--- src/rtl/rss_pkg.sv ---
// package: register map, field layout, defaults and bus carriers of the reset sequencer
package rss_pkg;
  // ----------------------------------------
  // register byte addresses
  // ----------------------------------------
  localparam logic [4:0] GCFG_ADDR = 5'h00;
  localparam logic [4:0] WUC_ADDR = 5'h04;
  localparam logic [4:0] PORT_ADDR = 5'h08;
  localparam logic [4:0] STAT_ADDR = 5'h0c;
  // ----------------------------------------
  // field positions
  // ----------------------------------------
  localparam int SOFT_RST_BIT = 0;
  localparam int LOCK_BIT = 1;
  localparam int DATA_LSB = 8;
  localparam int PORT_DATA_LSB = 8;
  // ----------------------------------------
  // reset values and counts
  // ----------------------------------------
  localparam logic [7:0] MAIN_CFG_DEF = 8'h00;
  localparam logic [7:0] WUC_DATA_DEF = 8'h00;
  localparam logic [3:0] MRS_DEF = 4'hf;
  localparam logic [7:0] PORT_DATA_DEF = 8'h00;
  localparam logic [4:0] SB_RST_CYCLES = 5'h11;
  localparam logic [31:0] RD_ZERO = 32'h0000_0000;
  // ----------------------------------------
  // bus carriers
  // ----------------------------------------
  typedef struct packed {
    logic read;
    logic write;
    logic [4:0] address;
    logic [31:0] writedata;
  } rss_av_req_t;
  typedef struct packed {
    logic [31:0] readdata;
    logic waitrequest;
  } rss_av_rsp_t;
endpackage : rss_pkg

--- src/rtl/rss_reset_sequencer.sv ---
// reset source sequencer: standby, main, hardware and software resets with register port
// What this block does
// - standby reset lasts 17 slow clock cycles or until host reset released
// - slow clock cycles are counted only once the slow clock toggles
// - standby reset clears locks, loads standby defaults, sets standby mux defaults
// - standby reset also runs main reset actions when main supply is good
// - main power-up reset lasts from main supply on until host reset released
// - bus writes during internal reset time are dropped; reads and the handshake still complete
// - main reset floats straps, enables pull-ups, samples them, then hardware reset
// - host reset pin causes hardware reset only while main supply is good
// - buffered reset outputs follow the host reset pin, even with main off
// - hardware reset clears locks, sets main mux defaults, then software reset
// - software reset is requested by writing the soft reset bit
// - software reset loads unlocked main defaults and resets legacy devices
// - software reset reloads unlocked port bits only where reload select is 1
// - standby state reset only by standby reset, except port bits with reload select 1, which main resets also reload; main state by any main reset
// - bus side and fast legacy side each get their own reset
// - slow clock is ignored until slow clock valid is high
//
// Chosen here: the Avalon-MM slave port and the placing of the registers.
`timescale 1ns/10ps
module rss_reset_sequencer #(
  parameter int NPORT = 4,
  parameter int STRAP_W = 3
) (
  input wire logic core_clk,
  input wire logic rst_b,
  input wire rss_pkg::rss_av_req_t av_req,
  output rss_pkg::rss_av_rsp_t av_rsp,
  input wire logic host_reset_n,
  input wire logic main_supply_good,
  input wire logic slow_clk_in,
  input wire logic slow_clock_valid,
  input wire logic [STRAP_W-1:0] strap_in,
  output logic [STRAP_W-1:0] strap_out,
  output logic [STRAP_W-1:0] strap_oe,
  output logic strap_pullup_en,
  output logic buf_reset_n,
  output logic bus_ignore,
  output logic lpc_domain_rst_n,
  output logic fast_domain_rst_n,
  output logic legacy_rst,
  output logic sb_mux_default,
  output logic main_mux_default,
  output logic [STRAP_W-1:0] strap_value,
  output logic [7:0] main_cfg,
  output logic [7:0] wuc_data,
  output logic [NPORT-1:0] main_reload_select,
  output logic [2*NPORT-1:0] port_data
);
  localparam int SW = 4 + STRAP_W;
  // ----------------------------------------
  // input synchronisers
  // ----------------------------------------
  logic [SW-1:0] in_meta_reg;
  logic [SW-1:0] in_sync_reg;
  logic hrst_n_s;
  logic main_good_s;
  logic slow_clk_s;
  logic slow_valid_s;
  // every pin is asynchronous to core_clk; only the second stage is read
  always_ff @(posedge core_clk or negedge rst_b)
  begin
    if (!rst_b)
    begin
      in_meta_reg <= '0;
      in_sync_reg <= '0;
    end
    else
    begin
      in_meta_reg <= {strap_in, slow_clock_valid, slow_clk_in, main_supply_good, host_reset_n};
      in_sync_reg <= in_meta_reg;
    end
  end
  assign hrst_n_s = in_sync_reg[0];
  assign main_good_s = in_sync_reg[1];
  assign slow_clk_s = in_sync_reg[2];
  assign slow_valid_s = in_sync_reg[3];

  // ----------------------------------------
  // standby power-up reset
  // ----------------------------------------
  logic slow_clk_d_reg;
  logic slow_rise;
  logic [4:0] slow_cnt_reg;
  logic sb_rst_reg;
  // a frozen slow clock gives no edges, so start-up delay adds to the interval
  assign slow_rise = slow_valid_s && slow_clk_s && !slow_clk_d_reg;
  always_ff @(posedge core_clk or negedge rst_b)
  begin
    if (!rst_b)
    begin
      slow_clk_d_reg <= 1'b0;
      slow_cnt_reg <= 5'h00;
      sb_rst_reg <= 1'b1;
    end
    else
    begin
      slow_clk_d_reg <= slow_clk_s;
      if (sb_rst_reg && slow_rise)
        slow_cnt_reg <= slow_cnt_reg + 5'h01;
      if (slow_cnt_reg == rss_pkg::SB_RST_CYCLES || hrst_n_s)
        sb_rst_reg <= 1'b0;
    end
  end

  // ----------------------------------------
  // main power-up and hardware reset
  // ----------------------------------------
  logic main_good_d_reg;
  logic mpor_reg;
  logic hw_rst;
  logic mpor_set;
  // standby reset with main already good counts as a main power-up
  assign mpor_set = (main_good_s && !main_good_d_reg) || (sb_rst_reg && main_good_s);
  always_ff @(posedge core_clk or negedge rst_b)
  begin
    if (!rst_b)
    begin
      main_good_d_reg <= 1'b0;
      mpor_reg <= 1'b0;
    end
    else
    begin
      main_good_d_reg <= main_good_s;
      if (mpor_set)
        mpor_reg <= 1'b1;
      else if (hrst_n_s || !main_good_s)
        mpor_reg <= 1'b0;
    end
  end
  // the host pin means nothing while main power is down
  assign hw_rst = mpor_reg || (main_good_s && !hrst_n_s);

  // ----------------------------------------
  // software reset request
  // ----------------------------------------
  logic wr_take;
  logic rd_take;
  logic wait_reg;
  logic soft_bit_reg;
  logic sw_rst_reg;
  logic main_rst;
  logic irst;
  // internal reset time: writes are dropped, reads still answer for the bus
  assign irst = sb_rst_reg || mpor_reg;
  assign wr_take = av_req.write && !wait_reg && !irst;
  assign rd_take = av_req.read && !wait_reg;
  always_ff @(posedge core_clk or negedge rst_b)
  begin
    if (!rst_b)
    begin
      soft_bit_reg <= 1'b0;
      sw_rst_reg <= 1'b0;
    end
    else
    begin
      sw_rst_reg <= soft_bit_reg;
      if (wr_take && av_req.address == rss_pkg::GCFG_ADDR && av_req.writedata[rss_pkg::SOFT_RST_BIT])
        soft_bit_reg <= 1'b1;
      else if (sw_rst_reg)
        soft_bit_reg <= 1'b0;
    end
  end
  // hardware reset implies every software reset action
  assign main_rst = hw_rst || sw_rst_reg;

  // ----------------------------------------
  // lock bits and configuration state
  // ----------------------------------------
  logic cfg_lock_reg;
  logic wuc_lock_reg;
  logic gcfg_wr;
  logic wuc_wr;
  logic port_wr;
  assign gcfg_wr = wr_take && av_req.address == rss_pkg::GCFG_ADDR;
  assign wuc_wr = wr_take && av_req.address == rss_pkg::WUC_ADDR;
  assign port_wr = wr_take && av_req.address == rss_pkg::PORT_ADDR;
  // locks can only be set by software and cleared by reset
  always_ff @(posedge core_clk or negedge rst_b)
  begin
    if (!rst_b)
    begin
      cfg_lock_reg <= 1'b0;
      wuc_lock_reg <= 1'b0;
    end
    else
    begin
      if (sb_rst_reg || hw_rst)
      begin
        cfg_lock_reg <= 1'b0;
        wuc_lock_reg <= 1'b0;
      end
      else
      begin
        if (gcfg_wr && av_req.writedata[rss_pkg::LOCK_BIT])
          cfg_lock_reg <= 1'b1;
        if (wuc_wr && av_req.writedata[rss_pkg::LOCK_BIT])
          wuc_lock_reg <= 1'b1;
      end
    end
  end

  // main-powered configuration, reloaded by any main reset when unlocked
  always_ff @(posedge core_clk or negedge rst_b)
  begin
    if (!rst_b)
      main_cfg <= rss_pkg::MAIN_CFG_DEF;
    else if (main_rst && !cfg_lock_reg)
      main_cfg <= rss_pkg::MAIN_CFG_DEF;
    else if (gcfg_wr && !cfg_lock_reg)
      main_cfg <= av_req.writedata[rss_pkg::DATA_LSB +: 8];
  end

  // wake-up data is standby powered: only standby reset restores it
  always_ff @(posedge core_clk or negedge rst_b)
  begin
    if (!rst_b)
      wuc_data <= rss_pkg::WUC_DATA_DEF;
    else if (sb_rst_reg)
      wuc_data <= rss_pkg::WUC_DATA_DEF;
    else if (wuc_wr && !wuc_lock_reg)
      wuc_data <= av_req.writedata[rss_pkg::DATA_LSB +: 8];
  end

  // reload select itself is untouched by the software reset
  always_ff @(posedge core_clk or negedge rst_b)
  begin
    if (!rst_b)
      main_reload_select <= rss_pkg::MRS_DEF;
    else if (sb_rst_reg)
      main_reload_select <= rss_pkg::MRS_DEF;
    else if (port_wr && !cfg_lock_reg)
      main_reload_select <= av_req.writedata[NPORT-1:0];
  end

  // ----------------------------------------
  // per-port standby data
  // ----------------------------------------
  genvar gp;
  generate
    for (gp = 0; gp < NPORT; gp++)
    begin : g_port
      // a port follows main resets only when its reload select is set
      always_ff @(posedge core_clk or negedge rst_b)
      begin
        if (!rst_b)
          port_data[2*gp +: 2] <= rss_pkg::PORT_DATA_DEF[2*gp +: 2];
        else if (sb_rst_reg)
          port_data[2*gp +: 2] <= rss_pkg::PORT_DATA_DEF[2*gp +: 2];
        else if (main_rst && !cfg_lock_reg && main_reload_select[gp])
          port_data[2*gp +: 2] <= rss_pkg::PORT_DATA_DEF[2*gp +: 2];
        else if (port_wr && !cfg_lock_reg)
          port_data[2*gp +: 2] <= av_req.writedata[rss_pkg::PORT_DATA_LSB + 2*gp +: 2];
      end
    end
  endgenerate

  // ----------------------------------------
  // straps, pin defaults and reset outputs
  // ----------------------------------------
  logic [1:0] lpc_rel_reg;
  logic [1:0] fast_rel_reg;
  // straps float with pull-ups while main reset runs, captured as it ends
  always_ff @(posedge core_clk or negedge rst_b)
  begin
    if (!rst_b)
    begin
      strap_out <= '0;
      strap_oe <= '0;
      strap_pullup_en <= 1'b1;
      strap_value <= '0;
    end
    else
    begin
      strap_out <= '0;
      strap_oe <= '0;
      strap_pullup_en <= mpor_reg;
      if (mpor_reg)
        strap_value <= in_sync_reg[SW-1:4];
    end
  end

  // pin and domain reset outputs, all registered
  always_ff @(posedge core_clk or negedge rst_b)
  begin
    if (!rst_b)
    begin
      buf_reset_n <= 1'b0;
      bus_ignore <= 1'b1;
      legacy_rst <= 1'b1;
      sb_mux_default <= 1'b1;
      main_mux_default <= 1'b1;
      lpc_rel_reg <= 2'b00;
      fast_rel_reg <= 2'b00;
    end
    else
    begin
      buf_reset_n <= hrst_n_s;
      bus_ignore <= irst;
      legacy_rst <= main_rst;
      sb_mux_default <= sb_rst_reg;
      main_mux_default <= hw_rst;
      // assert at once, release only after two clean stages
      lpc_rel_reg <= main_rst ? 2'b00 : {lpc_rel_reg[0], 1'b1};
      fast_rel_reg <= (main_rst || sb_rst_reg) ? 2'b00 : {fast_rel_reg[0], 1'b1};
    end
  end
  assign lpc_domain_rst_n = lpc_rel_reg[1];
  assign fast_domain_rst_n = fast_rel_reg[1];

  // ----------------------------------------
  // avalon slave: one wait cycle, then answer
  // ----------------------------------------
  logic [31:0] rd_next;
  // unmapped addresses read as zero and writes to them are dropped
  always_comb
  begin
    rd_next = rss_pkg::RD_ZERO;
    if (av_req.address == rss_pkg::GCFG_ADDR)
    begin
      rd_next[rss_pkg::SOFT_RST_BIT] = soft_bit_reg;
      rd_next[rss_pkg::LOCK_BIT] = cfg_lock_reg;
      rd_next[rss_pkg::DATA_LSB +: 8] = main_cfg;
    end
    else if (av_req.address == rss_pkg::WUC_ADDR)
    begin
      rd_next[rss_pkg::LOCK_BIT] = wuc_lock_reg;
      rd_next[rss_pkg::DATA_LSB +: 8] = wuc_data;
    end
    else if (av_req.address == rss_pkg::PORT_ADDR)
    begin
      rd_next[NPORT-1:0] = main_reload_select;
      rd_next[rss_pkg::PORT_DATA_LSB +: 2*NPORT] = port_data;
    end
    else if (av_req.address == rss_pkg::STAT_ADDR)
    begin
      rd_next[4:0] = {slow_valid_s, main_good_s, hw_rst, mpor_reg, sb_rst_reg};
      rd_next[5] = hrst_n_s;
      rd_next[rss_pkg::DATA_LSB +: STRAP_W] = strap_value;
    end
  end

  // waitrequest stays high except in the one answering cycle
  always_ff @(posedge core_clk or negedge rst_b)
  begin
    if (!rst_b)
    begin
      wait_reg <= 1'b1;
      av_rsp <= '{readdata: rss_pkg::RD_ZERO, waitrequest: 1'b1};
    end
    else
    begin
      wait_reg <= !((av_req.read || av_req.write) && wait_reg);
      av_rsp.waitrequest <= !((av_req.read || av_req.write) && wait_reg);
      if (av_req.read && wait_reg)
        av_rsp.readdata <= rd_next;
    end
  end

  // ----------------------------------------
  // assertions
  // ----------------------------------------
  a_sb_rst_ends: assert property (@(posedge core_clk) disable iff (!rst_b)
    (sb_rst_reg && hrst_n_s) |=> !sb_rst_reg)
    else $error("standby reset outlived host reset release");
  a_sb_count_gate: assert property (@(posedge core_clk) disable iff (!rst_b)
    !slow_valid_s |=> $stable(slow_cnt_reg))
    else $error("slow count moved without valid slow clock");
  a_sb_clear_lock: assert property (@(posedge core_clk) disable iff (!rst_b)
    sb_rst_reg |=> !cfg_lock_reg && !wuc_lock_reg && wuc_data == rss_pkg::WUC_DATA_DEF)
    else $error("standby reset left lock or wake data");
  a_main_por_hold: assert property (@(posedge core_clk) disable iff (!rst_b)
    (mpor_reg && !hrst_n_s && main_good_s) |=> mpor_reg)
    else $error("main reset dropped while host reset low");
  a_bus_ignore: assert property (@(posedge core_clk) disable iff (!rst_b)
    (irst && av_req.write && !wait_reg && av_req.address == rss_pkg::GCFG_ADDR) |=> !soft_bit_reg)
    else $error("write accepted during internal reset time");
  a_hw_gate_main: assert property (@(posedge core_clk) disable iff (!rst_b)
    (!main_good_s && !mpor_reg) |-> !hw_rst)
    else $error("host pin acted with main power off");
  a_buf_follow: assert property (@(posedge core_clk) disable iff (!rst_b)
    ##1 buf_reset_n == $past(hrst_n_s))
    else $error("buffered reset does not follow host pin");
  a_sw_reload_sel: assert property (@(posedge core_clk) disable iff (!rst_b)
    (sw_rst_reg && !sb_rst_reg) |=> $stable(main_reload_select))
    else $error("software reset touched reload select");
  a_soft_clears: assert property (@(posedge core_clk) disable iff (!rst_b)
    $rose(soft_bit_reg) |=> sw_rst_reg ##1 !soft_bit_reg)
    else $error("soft reset bit did not clear itself");
  a_release_chain: assert property (@(posedge core_clk) disable iff (!rst_b)
    $fell(main_rst) |-> !lpc_domain_rst_n ##1 !lpc_domain_rst_n)
    else $error("bus domain released too early");
  a_bus_answer: assert property (@(posedge core_clk) disable iff (!rst_b)
    (av_req.read && av_rsp.waitrequest) |=> !av_rsp.waitrequest)
    else $error("read not answered in one cycle");
  c_sw_reset: cover property (@(posedge core_clk) disable iff (!rst_b) $rose(sw_rst_reg));
  c_sb_by_count: cover property (@(posedge core_clk) disable iff (!rst_b)
    sb_rst_reg && !hrst_n_s ##1 !sb_rst_reg);
  c_hw_reset: cover property (@(posedge core_clk) disable iff (!rst_b) $rose(hw_rst) && !mpor_reg);
  c_main_por: cover property (@(posedge core_clk) disable iff (!rst_b) $fell(mpor_reg));
endmodule : rss_reset_sequencer

--- config.mk ---
export PLATFORM = sky130hd
export DESIGN_NAME = rss_reset_sequencer
export DESIGN_NICKNAME = d
export VERILOG_FILES = /design/src/rtl/rss_pkg.sv /design/src/rtl/rss_reset_sequencer.sv
export SDC_FILE = /design/constraint.sdc
export NUM_CORES = 1
export LEC_CHECK = 0
export BUFFER_PORTS_ARGS = -buffer_cell sky130_fd_sc_hd__clkbuf_2
export CORE_UTILIZATION = 40
export DETAILED_ROUTE_END_ITERATION = 6
export PLACE_DENSITY_LB_ADDON = 0.05
export SYNTH_ARGS = -nofsm -noshare
export SYNTH_HDL_FRONTEND = slang
export SYNTH_SLANG_ARGS = --single-unit
--- constraint.sdc ---
create_clock -name core_clk -period 2.1 [get_ports core_clk]
set_clock_uncertainty 0.15 [all_clocks]
set_input_delay 0 -clock core_clk [delete_from_list [all_inputs] [get_ports core_clk]]
set_output_delay 0 -clock core_clk [all_outputs]
set_load 0.05 [all_outputs]
; Word level (Yosys, flattened, before mapping)
; Index checks and enable logic that the tools add are counted.
[word_totals]
reg_bits = 83
in_bits = 48
output_inout_bits = 78
elab_cells = 129
[classes]
add_sub_neg = 1
eq_ne = 4
n_mux = 41
reduce_logical = 54
[ops]
columns = operator, n
row1 = two-way mux 8 bit, 6
row2 = two-way mux 2 bit, 16
row3 = logical AND 1 bit, 24
row4 = two-way mux 4 bit, 5
row5 = nonzero test 2 bit, 7
row6 = nonzero test 3 bit, 4
row7 = equality test 5 x 4 -> 1 bit (second input constant), 2
row8 = two-way mux 1 bit, 10
row9 = zero test 1 bit, 9
row10 = logical OR 1 bit, 9
row11 = two-way mux 3 bit, 2
row12 = two-way mux 6 bit, 1
row13 = adder 5 x 1 -> 5 bit (second input constant), 1
row14 = equality test 5 x 3 -> 1 bit (second input constant), 1
row15 = equality test 5 bit (second input constant), 1
row16 = zero test 5 bit, 1
row17 = two-way mux 5 bit, 1

; Depth between registers and ports, before layout
[logic_depth]
word_depth = 8
ltp_mapped = 7
ltp_nobuf = 5

; Worst setup path before layout
; OpenSTA, ideal clock, no wires.
[synth_path]
path_type = register to register
start = register mpor_reg
end = register port_data[4]
setup_time_ns = 0.147
arrival_time_ns = 1.925
required_ns = 1.803
slack_ns = -0.121
path_stages_with_launch = 8
n_path_buf = 3
synth_period_minus_slack_ns = 2.221
cell_sequence = dfrtp_1 > buf_6 > or4b_4 > buf_6 > or4_4 > buf_2 > nand2_1 > a221oi_1
[synth_between]
elab_chain_cells = 6
elab_cells_between_ends = 12
classes_between = mux: 2 / reduce/logical: 10
[synth_lines]
columns = item, line_no
row1 = start: declaration, rss_reset_sequencer.sv:111  ; logic mpor_reg;
row2 = start signal: assignment, rss_reset_sequencer.sv:121  ; mpor_reg <= 1'b0;
row3 = start signal: assignment, rss_reset_sequencer.sv:127  ; mpor_reg <= 1'b1;
row4 = start signal: assignment, rss_reset_sequencer.sv:129  ; mpor_reg <= 1'b0;
row5 = "logical OR 1 bit, on equally long branches", "rss_reset_sequencer.sv:133, rss_reset_sequencer.sv:146"
row6 = logical OR 1 bit or zero test 1 bit (tied branches), "rss_reset_sequencer.sv:166, rss_reset_sequencer.sv:147"
row7 = "logical AND 1 bit, on equally long branches", "rss_reset_sequencer.sv:251, rss_reset_sequencer.sv:147"
row8 = "logical AND 1 bit, on equally long branches", "rss_reset_sequencer.sv:251, rss_reset_sequencer.sv:178"
row9 = two-way mux 2 bit or logical AND 1 bit (tied branches), "rss_reset_sequencer.sv:251, rss_reset_sequencer.sv:253"
row10 = two-way mux 2 bit or nonzero test 3 bit (tied branches), --
row11 = end signal: indexed assignment, rss_reset_sequencer.sv:248  ; port_data[2*gp +: 2] <= rss_pkg::PORT_DATA_DEF[2*gp +: 2];
row12 = end signal: indexed assignment, rss_reset_sequencer.sv:250  ; port_data[2*gp +: 2] <= rss_pkg::PORT_DATA_DEF[2*gp +: 2];
row13 = end signal: indexed assignment, rss_reset_sequencer.sv:252  ; port_data[2*gp +: 2] <= rss_pkg::PORT_DATA_DEF[2*gp +: 2];
row14 = end: declaration, rss_reset_sequencer.sv:49  ; output logic [2*NPORT-1:0] port_data
; Parallel ways exist; a longest one is shown, timed or not.
; A chain may end at the register's enable or synchronous reset.

; Worst setup path after layout
[layout_path]
start = register sb_rst_reg
end = register port_data[3]
[layout_between]
elab_chain_cells = 6
elab_cells_between_ends = 7
classes_between = mux: 1 / reduce/logical: 6
[layout_lines]
columns = item, line_no
row1 = start: declaration, rss_reset_sequencer.sv:86  ; logic sb_rst_reg;
row2 = start signal: assignment, rss_reset_sequencer.sv:95  ; sb_rst_reg <= 1'b1;
row3 = start signal: assignment, rss_reset_sequencer.sv:103  ; sb_rst_reg <= 1'b0;
row4 = logical OR 1 bit, rss_reset_sequencer.sv:146  ; assign irst = sb_rst_reg || mpor_reg;
row5 = zero test 1 bit, rss_reset_sequencer.sv:147  ; assign wr_take = av_req.write && !wait_reg && !irst;
row6 = logical AND 1 bit, rss_reset_sequencer.sv:147
row7 = logical AND 1 bit, rss_reset_sequencer.sv:178  ; assign port_wr = wr_take && av_req.address == rss_pkg::PORT_ADDR;
row8 = logical AND 1 bit, rss_reset_sequencer.sv:253  ; else if (port_wr && !cfg_lock_reg)
row9 = nonzero test 3 bit (no source line), --
row10 = end signal: indexed assignment, rss_reset_sequencer.sv:250
row11 = end signal: indexed assignment, rss_reset_sequencer.sv:252
row12 = end signal: indexed assignment, rss_reset_sequencer.sv:254  ; port_data[2*gp +: 2] <= av_req.writedata[rss_pkg::PORT_DATA_LSB + 2*gp +: 2];
; Parallel ways exist; a longest one is shown, timed or not.

==> flow_summary.toml <==
[run_status]
status = "complete, no violations"

[run]
drv.max_cap_violation_count = 0

[critical_path]
end_kind = "flip-flop"
slowest_delay_ns = 0.62
path_buf_inv = 0
worstPathRequired_ns = 2.16
crit_chain = "or4b_4 -> or4_4 -> nand2_2 -> a221oi_1"
critPathKind = "reg -> reg"
critPathSlowestCell = "or4_4"
cp_top_family = "simple AND/OR/NAND/NOR gates"
worstPathArrival_ns = 2.12
cp_max_fo = 11
crit_path_start_kind = "flip-flop"

[yosys]
synth.area.mux_share_pct = 6.35
synth_top_area_share_pct = 51.1
yosys_warnings = 0
synth_edf_count = 0
yosys.area.top_type = "dfrtp_1"
synth-seq-cells = 83
synth-simple-area-share_pct = 13.6
ys_seq_area_share_pct = 59.3
synthAdderAreaFrac_pct = 0.709
synth_cells = 305
synth_top_family_by_area = "simple AND/OR/NAND/NOR gates"
synthXorXnorAreaFrac_pct = 0.993
syn_area_um2 = 3530
synth_top_flop_cell = "dfrtp_1"
yosysUniqueCellTypes = 42
synth_compound_area_share_pct = 10.5
synthArstFlopShare_pct = 100
synth_area_leaders = "dfrtp_1 (51%), dfstp_2 (8.2%), mux2i_1 (5.4%)"
avgSynthCellArea_um2 = 11.6

[cells_and_area]
largest_register_ffs = 14
drive_gt1_share_pct = 33.7
syn2layout_area_growth_pct = 28.2
fin_nets = 478
final_cell_mix = "clkbuf_2 (80), dfrtp_1 (72), nand2_1 (32)"
layout_commonest_cell = "clkbuf_2"
antennaDiodeCount = 0
regMostFlops = "av_rsp"

[sta]
max_freq_mhz = 487
hold_slack_ns = 0.0221
fin_crit_ns = 2.06
drv_slew = 0
finalSetupViolCount = 0
rsz0062_at_grt = "yes"
hold_viol_final = 0
slew_headroom_pct = 61.2
layout_worst_path_cycle_share_pct = 97.9
worstMarginPinSlew_ns = 0.582

[detailed_routing]
drt_iter0_markers = 144
drt_wl_total_um = 8560
via_per_inst = 4.94
drtPass1Iterations = 4
wl_per_cell_um = 15.9
drc = 0
drtAntennaViolNets = 0
vias = 2660

[worst_hold_path]
holdCritPathClass = "in -> reg"

[die]
start_util_pct = 42.1
coreArea_um2 = 8380
fp.dieW_um = 95.9
dieArea_um2 = 9200
die_h_um = 95.9
boundaryPins = 126
rows = 33

[clock_network]
cts.sink_count = 83
root_buffer = "clkbuf_8"
tritoncts = "yes"
clockBufferDepth = 2
htreeDepth = 3
numCtsBuffers = 9
clk_pin_slew_ns = 0.08
clock_latency_ns = 0.35

[grt]
overflow = 0
antenna_found_initial = 0
grt_max_degree = 49
grt_pass1_vias = 2505
grt_first_pass_wirelength_um = 13100
grt_util_all_layers_pct = 19.9

[power]
ir_drop_uv = 478
combPwrFrac_pct = 19.7
p_sw_share_pct = 32.4
seq_power_share_pct = 48.8
power_density_nw_per_um2 = 809
p_sw_mw = 1.18
power.internal_mw = 2.47
power.total_mw = 3.66
p_leak_nw = 2.17
p_clk_share_pct = 31.5

[placement]
dp_hpwl_um = 6040
port_buffers = 81
gp_congestion = 0.829
[worst reg2reg max path, stage by stage (launching register included)]
cell	delay, ns
dfstp_2	0.37
or4b_4	0.60
or4_4	0.62
nand2_2	0.11
a221oi_1	0.07
[cell usage after synthesis, types with 2 or more instances]
library cell,count
o31ai_1,2
nand2_1,34
a31oi_1,2
nor3_1,5
mux2_2,3
a221oi_1,12
a21oi_1,6
dfstp_2,11
buf_4,25
nor4_4,3
ha_1,2
buf_6,3
o41ai_1,2
a22o_1,8
xnor2_1,4
and2_1,2
or2_2,5
nand3_1,2
o21ai_0,18
inv_1,11
nand4_1,2
clkbuf_1,7
nor2b_1,3
dfrtp_1,72
nor2_1,26
mux2i_1,19
[through the flow]
stage	util [%]	cells	setup slack, ns	TNS (ns)	instance area [um2]
6_report	54.0	538	0.0446	0	4520
5_1_grt	54.0	538	-0.0275	-0.151	4520
4_1_cts	53.6	536	0.0149	0	4490
3_5_place_dp	48.4	497	0.0394	0	4060
3_3_place_gp	48.4	497	0.0160	0	4060
2_1_floorplan	-	328	-0.0936	-1.14	3620
[per-layer routing]
metal	wire, um	GRT usage, %	part of all wire (%)
met5	0	0	0
met4	131	5.72	1.5
met3	341	4.98	4.0
met2	3830	29.3	45
met1	4260	29.0	50
[final cells by class]
type,count,area [um2]
sequential,83,2090
inverter,11,41.3
fill,789,3860
multi-input combinational,197,1240
tap,105,131
timing repair buffer,126,823
clock inverter,6,62.6
clock buffer,10,138
[final timing paths]
| check | from | endpoint | slack (ns) | depth (start not counted) |
|---|---|---|---|---|
| worst max register to register | sb_rst_reg | port_data[3] | 0.04 | 4 |
| min in group asynchronous | rst_b | buf_reset_n | 0.05 | 2 |
| worst min-delay path | av_req[34] | av_rsp[3] | 0.02 | 4 |
| max in group asynchronous | rst_b | main_reload_select[1] | 1.04 | 3 |
| worst min register to register | in_meta_reg[4] | in_sync_reg[4] | 0.21 | 0 |
| worst max-delay path | sb_rst_reg | port_data[3] | 0.04 | 4 |
[repair_timing]
action,4_1_cts,5_1_grt
buffers inserted,0,2
endpoints found under the setup margin,0,14
hold buffers,23,0
endpoints found under the hold margin,91,0
gates resized for setup,0,5
[cell families after synthesis]
logic type | after synthesis
xor gates and xnor gates | 4
other | 1
AOI/OAI and AO/OA | 54
buffers and inverters | 48
adders and majority gates | 2
muxes | 22
DFF | 83
and+or+nand+nor | 91
[power groups by stage]
stage | clock network, mW | logic [mW] | registers [mW]
3_3_place_gp | 0 | 0.676 | 1.81
6_report | 1.15 | 0.720 | 1.78
2_1_floorplan | 0 | 0.281 | 2.03
4_1_cts | 1.19 | 0.719 | 1.78
5_1_grt | 1.25 | 0.768 | 1.80
3_5_place_dp | 0 | 0.683 | 1.82
No activity file was read; power rests on OpenSTA's default activity.
